## src/gec_map.svh

```systemverilog
`ifndef GEC_MAP_SVH
`define GEC_MAP_SVH

// register byte offsets
`define GEC_CTRL_OFF      12'h000
`define GEC_STATUS_OFF    12'h004
`define GEC_IRQ_STAT_OFF  12'h030
`define GEC_IRQ_MASK_OFF  12'h034

// engine_control_reg fields
`define GEC_SEQ_HI        31
`define GEC_SEQ_LO        16
`define GEC_COMP_BIT      4
`define GEC_SEQC_BIT      3
`define GEC_ABORT_BIT     2
`define GEC_RESTART_BIT   1
`define GEC_ENABLE_BIT    0

// reset values
`define GEC_SEQ_RST       16'h0000
`define GEC_ERR_RST       4'h0
`define GEC_IRQ_RST       3'h0

// error reasons
`define GEC_ERR_BAD_COMP   4'h2
`define GEC_ERR_BAD_SEQ    4'h3
`define GEC_ERR_ABORT_IDLE 4'he
`define GEC_ERR_ABORT_EXEC 4'hf

// interrupt status bits
`define GEC_IRQ_DONE      0
`define GEC_IRQ_ERR       1
`define GEC_IRQ_ABORT     2

// axi responses
`define GEC_RESP_OKAY     2'b00
`define GEC_RESP_SLVERR   2'b10

`endif

```

## src/gec_pkg.sv

```systemverilog
package gec_pkg;
	typedef enum logic [1:0] {
		GEC_IDLE  = 2'b00,
		GEC_EXEC  = 2'b01,
		GEC_STALL = 2'b10
	} gec_state_t;
endpackage

```

## src/gec_ctrl.sv

```systemverilog
// Notes on behaviour
// (RULE_01) initial sequence loads on restart or enable rise
// (RULE_02) expected sequence used only while check enabled
// (RULE_03) bit 4 enables ones-complement command check
// (RULE_04) bit 3 enables sequence number check
// (RULE_05) abort ends command and stalls endpoint
// (RULE_06) software follows abort with restart
// (RULE_07) software never writes abort with restart
// (RULE_08) restart clears stall, counters and holding state
// (RULE_09) restart also flushes pixel retriever and converter
// (RULE_10) software restarts only while command state stalled
// (RULE_11) enable bit lets engine fetch commands
// (RULE_12) disable finishes current command then stops
// (RULE_13) software re-enables only when all idle
// (RULE_14) next sequence number increments per completed command
// (RULE_15) abort reason 14 when idle, 15 executing
// (RULE_16) restart clears error reason and type
// (RULE_17) abort and restart bits self-clear
// (RULE_18) reserved bits 15:5 read zero
//
// Chosen here: the AXI4-Lite interface to the registers.
`timescale 1ns/1ps
`include "gec_map.svh"

module gec_ctrl
	import gec_pkg::*;
(
	input  wire logic        mclk,
	input  wire logic        rst,
	input  wire logic [11:0] s_axi_awaddr,
	input  wire logic        s_axi_awvalid,
	output logic             s_axi_awready,
	input  wire logic [31:0] s_axi_wdata,
	input  wire logic [3:0]  s_axi_wstrb,
	input  wire logic        s_axi_wvalid,
	output logic             s_axi_wready,
	output logic [1:0]       s_axi_bresp,
	output logic             s_axi_bvalid,
	input  wire logic        s_axi_bready,
	input  wire logic [11:0] s_axi_araddr,
	input  wire logic        s_axi_arvalid,
	output logic             s_axi_arready,
	output logic [31:0]      s_axi_rdata,
	output logic [1:0]       s_axi_rresp,
	output logic             s_axi_rvalid,
	input  wire logic        s_axi_rready,
	input  wire logic        cmd_start,
	input  wire logic [15:0] cmd_seq,
	input  wire logic [15:0] cmd_value,
	input  wire logic [15:0] cmd_value_n,
	input  wire logic        cmd_done,
	input  wire logic        cmd_err,
	input  wire logic [3:0]  cmd_err_reason,
	input  wire logic [3:0]  cmd_err_type,
	input  wire logic        read_master_busy,
	input  wire logic        write_master_busy,
	output logic             fetch_enable,
	output logic             engine_abort,
	output logic             engine_restart,
	output logic             flush_pixels,
	output logic             endpoint_stall,
	output logic [15:0]      next_sequence_number,
	output logic             irq
);

	logic        awready_q, aw_held_q, wready_q, w_held_q;
	logic [11:0] awaddr_q;
	logic [31:0] wdata_q;
	logic [3:0]  wstrb_q;
	logic        bvalid_q, arready_q, rvalid_q;
	logic [1:0]  bresp_q, rresp_q;
	logic [31:0] rdata_q;
	logic [15:0] init_seq_q, next_seq_q;
	logic        enable_q, seqc_q, comp_q, fetch_q;
	logic        abort_q, restart_q, flush_q, stall_q, irq_q;
	logic [3:0]  err_reason_q, err_type_q;
	logic        rd_busy_q, wr_busy_q;
	logic [2:0]  irq_stat_q, irq_mask_q, irq_set, irq_stat_d;
	gec_state_t  state_q, state_d;

	logic        aw_take, w_take, b_take, ar_take, r_take, do_write;
	logic        wr_ctrl, wr_istat, wr_imask, map_ok;
	logic        wr_abort, wr_restart, en_rise;
	logic        comp_bad, seq_bad, start_ok;
	logic [15:0] init_seq_d;
	logic [31:0] rd_val;
	logic        rd_ok;

	assign aw_take  = s_axi_awvalid & awready_q;
	assign w_take   = s_axi_wvalid & wready_q;
	assign b_take   = bvalid_q & s_axi_bready;
	assign ar_take  = s_axi_arvalid & arready_q;
	assign r_take   = rvalid_q & s_axi_rready;
	assign do_write = aw_held_q & w_held_q & ~bvalid_q;

	// write decode, word aligned
	always_comb begin
		wr_ctrl  = 1'b0;
		wr_istat = 1'b0;
		wr_imask = 1'b0;
		map_ok   = 1'b1;
		if ({awaddr_q[11:2], 2'b00} == `GEC_CTRL_OFF) begin
			wr_ctrl = do_write;
		end else if ({awaddr_q[11:2], 2'b00} == `GEC_STATUS_OFF) begin
			map_ok = 1'b1;
		end else if ({awaddr_q[11:2], 2'b00} == `GEC_IRQ_STAT_OFF) begin
			wr_istat = do_write;
		end else if ({awaddr_q[11:2], 2'b00} == `GEC_IRQ_MASK_OFF) begin
			wr_imask = do_write;
		end else begin
			map_ok = 1'b0;
		end
	end

	assign wr_abort   = wr_ctrl & wstrb_q[0] & wdata_q[`GEC_ABORT_BIT];
	assign wr_restart = wr_ctrl & wstrb_q[0] & wdata_q[`GEC_RESTART_BIT];
	assign en_rise    = wr_ctrl & wstrb_q[0] & wdata_q[`GEC_ENABLE_BIT]
	                    & ~enable_q;

	always_comb begin
		init_seq_d = init_seq_q;
		if (wr_ctrl && wstrb_q[2]) begin
			init_seq_d[7:0] = wdata_q[23:16];
		end
		if (wr_ctrl && wstrb_q[3]) begin
			init_seq_d[15:8] = wdata_q[31:24];
		end
	end

	// start checks
	assign comp_bad = comp_q & (cmd_value != ~cmd_value_n); // RULE_03
	assign seq_bad  = seqc_q & (cmd_seq != next_seq_q); // RULE_02 RULE_04
	assign start_ok = cmd_start & fetch_q;

	// axi write channels
	always_ff @(posedge mclk or posedge rst) begin
		if (rst) begin
			awready_q <= 1'b0;
			aw_held_q <= 1'b0;
			awaddr_q  <= 12'h000;
		end else if (aw_take) begin
			awready_q <= 1'b0;
			aw_held_q <= 1'b1;
			awaddr_q  <= s_axi_awaddr;
		end else if (b_take) begin
			awready_q <= 1'b1;
			aw_held_q <= 1'b0;
		end else if (!aw_held_q) begin
			awready_q <= 1'b1;
		end
	end

	always_ff @(posedge mclk or posedge rst) begin
		if (rst) begin
			wready_q <= 1'b0;
			w_held_q <= 1'b0;
			wdata_q  <= 32'h0000_0000;
			wstrb_q  <= 4'h0;
		end else if (w_take) begin
			wready_q <= 1'b0;
			w_held_q <= 1'b1;
			wdata_q  <= s_axi_wdata;
			wstrb_q  <= s_axi_wstrb;
		end else if (b_take) begin
			wready_q <= 1'b1;
			w_held_q <= 1'b0;
		end else if (!w_held_q) begin
			wready_q <= 1'b1;
		end
	end

	always_ff @(posedge mclk or posedge rst) begin
		if (rst) begin
			bvalid_q <= 1'b0;
			bresp_q  <= `GEC_RESP_OKAY;
		end else if (do_write) begin
			bvalid_q <= 1'b1;
			bresp_q  <= map_ok ? `GEC_RESP_OKAY : `GEC_RESP_SLVERR;
		end else if (b_take) begin
			bvalid_q <= 1'b0;
		end
	end

	// read mux
	always_comb begin
		rd_val = 32'h0000_0000;
		rd_ok  = 1'b1;
		if ({s_axi_araddr[11:2], 2'b00} == `GEC_CTRL_OFF) begin
			rd_val = {init_seq_q, 11'h000, comp_q, seqc_q,
			          2'b00, enable_q}; // RULE_17 RULE_18
		end else if ({s_axi_araddr[11:2], 2'b00} == `GEC_STATUS_OFF) begin
			rd_val = {next_seq_q, 4'h0, err_type_q, err_reason_q,
			          rd_busy_q, wr_busy_q, state_q};
		end else if ({s_axi_araddr[11:2], 2'b00} == `GEC_IRQ_STAT_OFF) begin
			rd_val = {29'h0000_0000, irq_stat_q};
		end else if ({s_axi_araddr[11:2], 2'b00} == `GEC_IRQ_MASK_OFF) begin
			rd_val = {29'h0000_0000, irq_mask_q};
		end else begin
			rd_ok = 1'b0;
		end
	end

	always_ff @(posedge mclk or posedge rst) begin
		if (rst) begin
			arready_q <= 1'b0;
			rvalid_q  <= 1'b0;
			rdata_q   <= 32'h0000_0000;
			rresp_q   <= `GEC_RESP_OKAY;
		end else if (ar_take) begin
			arready_q <= 1'b0;
			rvalid_q  <= 1'b1;
			rdata_q   <= rd_val;
			rresp_q   <= rd_ok ? `GEC_RESP_OKAY : `GEC_RESP_SLVERR;
		end else if (r_take) begin
			arready_q <= 1'b1;
			rvalid_q  <= 1'b0;
		end else if (!rvalid_q) begin
			arready_q <= 1'b1;
		end
	end

	// control fields
	always_ff @(posedge mclk or posedge rst) begin
		if (rst) begin
			init_seq_q <= `GEC_SEQ_RST;
			enable_q   <= 1'b0; // RULE_11
			seqc_q     <= 1'b0;
			comp_q     <= 1'b0;
		end else begin
			init_seq_q <= init_seq_d; // RULE_01
			if (wr_ctrl && wstrb_q[0]) begin
				enable_q <= wdata_q[`GEC_ENABLE_BIT];
				seqc_q   <= wdata_q[`GEC_SEQC_BIT]; // RULE_04
				comp_q   <= wdata_q[`GEC_COMP_BIT]; // RULE_03
			end
		end
	end

	// self-clearing strobes
	always_ff @(posedge mclk or posedge rst) begin
		if (rst) begin
			abort_q   <= 1'b0;
			restart_q <= 1'b0;
			flush_q   <= 1'b0;
		end else begin
			abort_q   <= wr_abort; // RULE_05 RULE_17
			restart_q <= wr_restart; // RULE_08 RULE_17
			flush_q   <= wr_restart; // RULE_09
		end
	end

	// command state
	always_comb begin
		state_d = state_q;
		case (state_q)
			GEC_IDLE: begin
				if (wr_abort) begin
					state_d = GEC_STALL; // RULE_05
				end else if (start_ok) begin
					state_d = (comp_bad | seq_bad) ? GEC_STALL : GEC_EXEC;
				end
			end
			GEC_EXEC: begin
				if (wr_abort || cmd_err) begin
					state_d = GEC_STALL; // RULE_05
				end else if (cmd_done) begin
					state_d = GEC_IDLE; // RULE_12
				end
			end
			GEC_STALL: begin
				if (wr_restart) begin
					state_d = GEC_IDLE; // RULE_08
				end
			end
			default: state_d = GEC_IDLE;
		endcase
	end

	always_ff @(posedge mclk or posedge rst) begin
		if (rst) begin
			state_q <= GEC_IDLE;
			stall_q <= 1'b0;
			fetch_q <= 1'b0;
		end else begin
			state_q <= state_d;
			stall_q <= (state_d == GEC_STALL);
			fetch_q <= enable_q & (state_d != GEC_STALL); // RULE_11 RULE_12
		end
	end

	always_ff @(posedge mclk or posedge rst) begin
		if (rst) begin
			next_seq_q <= `GEC_SEQ_RST;
		end else if (wr_restart || en_rise) begin
			next_seq_q <= init_seq_d; // RULE_01
		end else if (state_q == GEC_EXEC && cmd_done && !cmd_err
		             && !wr_abort) begin
			next_seq_q <= next_seq_q + 16'h0001; // RULE_14
		end
	end

	always_ff @(posedge mclk or posedge rst) begin
		if (rst) begin
			err_reason_q <= `GEC_ERR_RST;
			err_type_q   <= `GEC_ERR_RST;
		end else if (wr_restart) begin
			err_reason_q <= `GEC_ERR_RST; // RULE_16
			err_type_q   <= `GEC_ERR_RST;
		end else if (wr_abort && state_q == GEC_IDLE) begin
			err_reason_q <= `GEC_ERR_ABORT_IDLE; // RULE_15
		end else if (wr_abort && state_q == GEC_EXEC) begin
			err_reason_q <= `GEC_ERR_ABORT_EXEC; // RULE_15
		end else if (state_q == GEC_IDLE && start_ok && comp_bad) begin
			err_reason_q <= `GEC_ERR_BAD_COMP;
		end else if (state_q == GEC_IDLE && start_ok && seq_bad) begin
			err_reason_q <= `GEC_ERR_BAD_SEQ;
		end else if (state_q == GEC_EXEC && cmd_err) begin
			err_reason_q <= cmd_err_reason;
			err_type_q   <= cmd_err_type;
		end
	end

	always_ff @(posedge mclk or posedge rst) begin
		if (rst) begin
			rd_busy_q <= 1'b0;
			wr_busy_q <= 1'b0;
		end else begin
			rd_busy_q <= read_master_busy;
			wr_busy_q <= write_master_busy;
		end
	end

	// interrupts, set beats clear
	always_comb begin
		irq_set = `GEC_IRQ_RST;
		irq_set[`GEC_IRQ_DONE]  = state_q == GEC_EXEC & state_d == GEC_IDLE;
		irq_set[`GEC_IRQ_ERR]   = state_q != GEC_STALL
		                          & state_d == GEC_STALL & ~wr_abort;
		irq_set[`GEC_IRQ_ABORT] = wr_abort;
		irq_stat_d = irq_stat_q;
		if (wr_istat && wstrb_q[0]) begin
			irq_stat_d = irq_stat_q & ~wdata_q[2:0];
		end
		irq_stat_d = irq_stat_d | irq_set;
	end

	always_ff @(posedge mclk or posedge rst) begin
		if (rst) begin
			irq_stat_q <= `GEC_IRQ_RST;
			irq_mask_q <= `GEC_IRQ_RST;
			irq_q      <= 1'b0;
		end else begin
			irq_stat_q <= irq_stat_d;
			if (wr_imask && wstrb_q[0]) begin
				irq_mask_q <= wdata_q[2:0];
			end
			irq_q <= |(irq_stat_d & (wr_imask && wstrb_q[0]
			          ? wdata_q[2:0] : irq_mask_q));
		end
	end

	assign s_axi_awready        = awready_q;
	assign s_axi_wready         = wready_q;
	assign s_axi_bvalid         = bvalid_q;
	assign s_axi_bresp          = bresp_q;
	assign s_axi_arready        = arready_q;
	assign s_axi_rvalid         = rvalid_q;
	assign s_axi_rdata          = rdata_q;
	assign s_axi_rresp          = rresp_q;
	assign fetch_enable         = fetch_q;
	assign engine_abort         = abort_q;
	assign engine_restart       = restart_q;
	assign flush_pixels         = flush_q;
	assign endpoint_stall       = stall_q;
	assign next_sequence_number = next_seq_q;
	assign irq                  = irq_q;

	abort_self_clear_a: assert property (@(posedge mclk) disable iff (rst) // RULE_17
		abort_q |=> !abort_q)
		else $error("abort strobe did not self-clear");

	restart_clears_err_a: assert property (@(posedge mclk) disable iff (rst) // RULE_16
		restart_q |-> err_reason_q == 4'h0 && err_type_q == 4'h0)
		else $error("restart left error fields set");

	restart_flush_a: assert property (@(posedge mclk) disable iff (rst) // RULE_09
		restart_q |-> flush_q && state_q == GEC_IDLE && !stall_q)
		else $error("restart did not flush and recover");

	restart_seq_load_a: assert property (@(posedge mclk) disable iff (rst) // RULE_01
		restart_q |-> next_seq_q == init_seq_q)
		else $error("restart did not load sequence number");

	seq_increment_a: assert property (@(posedge mclk) disable iff (rst) // RULE_14
		state_q == GEC_EXEC && cmd_done && !cmd_err && !wr_abort
		&& !wr_restart && !en_rise
		|=> next_seq_q == $past(next_seq_q) + 16'h0001)
		else $error("sequence number did not advance");

	abort_idle_reason_a: assert property (@(posedge mclk) disable iff (rst) // RULE_15
		state_q == GEC_IDLE && wr_abort && !wr_restart
		|=> err_reason_q == 4'he && state_q == GEC_STALL ##1 stall_q)
		else $error("idle abort reason or stall wrong");

	abort_exec_reason_a: assert property (@(posedge mclk) disable iff (rst) // RULE_15
		state_q == GEC_EXEC && wr_abort && !wr_restart
		|=> err_reason_q == 4'hf && abort_q)
		else $error("executing abort reason wrong");

	disabled_no_fetch_a: assert property (@(posedge mclk) disable iff (rst) // RULE_11
		!enable_q && !en_rise |=> !fetch_q)
		else $error("fetch enabled while engine disabled");

	no_check_start_a: assert property (@(posedge mclk) disable iff (rst) // RULE_02
		state_q == GEC_IDLE && start_ok && !seqc_q && !comp_q && !wr_abort
		|=> state_q == GEC_EXEC)
		else $error("unchecked command not started");

	comp_fail_a: assert property (@(posedge mclk) disable iff (rst) // RULE_03
		state_q == GEC_IDLE && start_ok && comp_bad && !wr_abort
		|=> state_q == GEC_STALL && err_reason_q == 4'h2)
		else $error("complement failure not flagged");

	disable_finish_a: assert property (@(posedge mclk) disable iff (rst) // RULE_12
		state_q == GEC_EXEC && !enable_q && cmd_done && !cmd_err
		&& !wr_abort |=> state_q == GEC_IDLE ##1 !fetch_q || en_rise)
		else $error("disabled engine did not stop after command");

endmodule

```

## config.mk

```make
export PLATFORM = sky130hd
export DESIGN_NAME = gec_ctrl
export DESIGN_NICKNAME = d
export VERILOG_FILES = /design/src/gec_pkg.sv /design/src/gec_ctrl.sv
export VERILOG_INCLUDE_DIRS = /design/src
export SDC_FILE = /design/constraint.sdc
export NUM_CORES = 1
export LEC_CHECK = 0
export ABC_AREA = 1
export ABC_CLOCK_PERIOD_IN_PS = 10700
export BUFFER_PORTS_ARGS = -buffer_cell sky130_fd_sc_hd__buf_2
export CAP_MARGIN = 20
export CORE_MARGIN = 2
export CORE_UTILIZATION = 37
export CTS_BUF_LIST = sky130_fd_sc_hd__clkbuf_8
export DETAILED_ROUTE_END_ITERATION = 6
export PLACE_DENSITY = 0.68
export SYNTH_ARGS = -nofsm -noshare
export SYNTH_HDL_FRONTEND = slang
export SYNTH_SLANG_ARGS = --single-unit
```

## constraint.sdc

```tcl
create_clock -name mclk -period 10.7 [get_ports mclk]
set_clock_uncertainty 0.1 [all_clocks]
set_input_delay 0.535 -clock mclk [delete_from_list [all_inputs] [get_ports mclk]]
set_output_delay 0.535 -clock mclk [all_outputs]
set_load 0.005 [all_outputs]
```

==> key figures <==
Outcome
  – Status: complete, no violations

CTS
  – CTS tree: done
  – Root Driver: clkbuf_8
  – Post-CTS Hold Fix Bufs: 0
  – Post_cts resized: 0
  – Cts bufs inserted: 17
  – Post-CTS Setup Bufs: 0
  – Clock Sinks: ~130
  – Clock slew at reported path FFs: 0.08 ns
  – Number of H-tree levels: 4
  – Worst skew pair latency: around 0.45 ns
  – Maximum buffer depth of the clock tree: 2

Floorplan
  – Starting Density: 37.75%
  – Die X: around 140 um
  – Die Height: around 140 um
  – # rows: 48
  – Core area: about 17000 sq um
  – Num ports: 191
  – Die area: 18660 sq um

Setup path
  – Critical path origin: s_axi_araddr[7]
  – Reg2reg path depth: 10
  – Critical Path End Type: flop
  – Crit path DAT: 2.68 ns
  – Worst Setup Path Type: input port to flop
  – Worst setup SP type: input port
  – Critical R2R Launch: awaddr_q[11]$_DFFE_PP0P_
  – Reg2reg setup slack: 8.32 ns
  – Required @ worst endpoint: approximately 11 ns
  – CP Capture Point: s_axi_rdata[10]$_DFFE_PP0P_
  – Worst-path fanout max: 21
  – Worst reg2reg endpoint: next_sequence_number[0]$_DFFE_PP0P_

Timing
  – Max Fclk: 413.0 MHz
  – Setup TNS: 0 ns
  – Final Hold Viols: 0
  – Final period util: 22.63%
  – Worst Tran Pin Value: 0.8745 ns
  – RSZ-0062 raised after global routing: no
  – Max transition margin: 41.25%
  – Final setup vio count: 0
  – Min cycle time layout: roughly 2.4 ns
  – Max-slew violations: 0

Route
  – Routed vias/inst: roughly 4.7
  – Drt total wl: 16280 um
  – Vias: 5427
  – 1st-iter DRT viols: between 200 and 300
  – Average wire per standard cell: 14.13 um
  – Detail Route Antenna Nets: 0
  – Iteration count of the initial detailed-routing pass: 5
  – DRC errors left: 0

Synth
  – Post-synth top area share: 49.62%
  – Netlist cell types: 46
  – Post-synthesis mux area share: just under 8%
  – Seq/Total Area, Yosys: roughly half
  – Adder-cell area share of the yosys netlist: 0.1923%
  – Synth Warn #: 0
  – Top post-synthesis cells by count: nand2_1 (186), dfrtp_1 (129), inv_1 (96)
  – Number of synthesized register bits: 129
  – Count leader, synth: nand2_1
  – Cell Area, Synth: 6506 sq um
  – Compound-Gate Fraction of Synth Area: 9.865%
  – EDFF count, synth: 0
  – Post-Synth XOR/XNOR Area: 2.019%
  – Largest cells by area after synthesis: dfrtp_1 (50%), nand2_1 (11%), mux2_2 (7.4%)
  – Main combinational cell family by area after synthesis: simple AND/OR/NAND/NOR gates
  – Synth Flop Type: dfrtp_1
  – Async set-reset flop share out of synthesis: 100.0%
  – Leading area contributor after synthesis: dfrtp_1
  – Simple-gate share of the synthesized area: 22.75%
  – Syn avg cell area: 8.840 sq um
  – Synthesized netlist cell count: 736

Cells and area
  – P&R area growth vs syn: 21.42%
  – Fillers: 1681
  – Share of cells above drive strength 1: 30.84%
  – Final Core Density: 45.83%
  – FF+latch area: between 3000 and 4000 sq um
  – Footprint of the multi-input gates: 2803 sq um
  – Fin nets: 1041

Place
  – Detail Placement HPWL: 12210 um
  – Placer Congestion: 0.8270
  – PortBufs: about 170

Global routing
  – First-pass GRT wire length: 25660 um
  – Tot GR Track Use: 18.10%
  – Largest net degree at the start of global routing: 70
  – Total gr overflow: 0
  – Initial antenna violation count: 4
  – Vias in the first global route: 5046

Run
  – Max cap viols: 0

Power
  – Max VDD drop: between 0.0001 and 0.00015 V
  – Leak: 4.147 nW
  – PwrDens: 162.9 nW/um^2

Min path
  – Worst hold path class: input port to flop
  – HP Start: write_master_busy
## layout make-up
type	instances	area share (%)
tap	225	3.564
multi-input combinational	493	35.48
sequential	129	40.86
clock buffer	18	3.136
antenna	3	0.09503
inverter	100	4.815
timing repair buffer	171	10.93
clock inverter	13	1.124
## flip-flops by register name (all words and copies together) (netlist names), 2 cells and up
register,cells
init_seq_q,16
wstrb_q,3
awaddr_q,10
wdata_q,21
err_reason_q,4
irq_stat_q,3
irq_mask_q,3
next_sequence_number,16
s_axi_rdata,28
err_type_q,4
state_q,2
## cell usage in the layout, fill, tap and decap left out, types with 8 or more instances in the layout
cell type	n
dfrtp_1	129
inv_1	95
xor2_1	12
clkbuf_8	18
a21oi_1	9
o21ai_0	30
nor3_1	8
buf_2	168
mux2_2	43
nor2_1	77
o211ai_2	10
nand3_1	38
a221oi_1	18
nand2_1	186
## logic make-up after synthesis
family	after synthesis
AND/OR/NAND/NOR	341
buffers and inverters	119
other	1
adder cells (fa/ha/maj)	1
XOR/XNOR	15
multiplexers	46
flip-flops	129
AO/OA/AOI/OAI	84
## worst max-delay path, cell delays in order
cell and delay (ns):
buf_2 0.09, nor2_1 0.09, nand2_1 0.07, nor3b_1 0.44, nand2_1 0.26, inv_1 0.67
nand2_1 0.28, o21ai_0 0.23
## layer usage
layer,vias to the layer above,GRT usage (%),share of wire [%]
met3,23,6.481,7.7
li1,2744,-,-
met4,2,5.961,1.7
met2,140,28.31,46
met5,-,0,0.080
met1,2518,23.34,44
## how the worst min path moves through the flow
stage / to / cells after the start
6_report: wr_busy_q$_DFF_PP0_ / 1
5_1_grt: wr_busy_q$_DFF_PP0_ / 1
4_1_cts: wr_busy_q$_DFF_PP0_ / 1
3_5_place_dp: seqc_q$_DFFE_PP0N_ / 2
3_3_place_gp: seqc_q$_DFFE_PP0N_ / 2
2_1_floorplan: comp_q$_DFFE_PP0N_ / 2
## power by group
part           internal, W  leakage [nW]  switching [W]
clock             0.000164         0.175       0.000195
combinational     0.000130          2.42       0.000147
sequential        0.000587          1.55      0.0000635
total             0.000881          4.15       0.000406
## through the flow
| stage | std cells | instance area, sq um | setup slack [ns] | hold WS [ns] | total power [W] |
|---|---|---|---|---|---|
| after global placement | 1118 | 7556 | 7.858 | 0.3566 | 0.0009309 |
| after CTS | 1149 | 7893 | 8.287 | 0.07152 | 0.001303 |
| after global routing | 1150 | 7895 | 7.962 | 0.06348 | 0.001370 |
| after detailed placement | 1118 | 7556 | 7.793 | 0.3670 | 0.0009415 |
| final | 1152 | 7900 | 8.279 | 0.09123 | 0.001287 |
| after floorplan | 741 | 6525 | 6.624 | 0.3450 | 0.0008375 |
No activity file was read; power rests on OpenSTA's default activity.
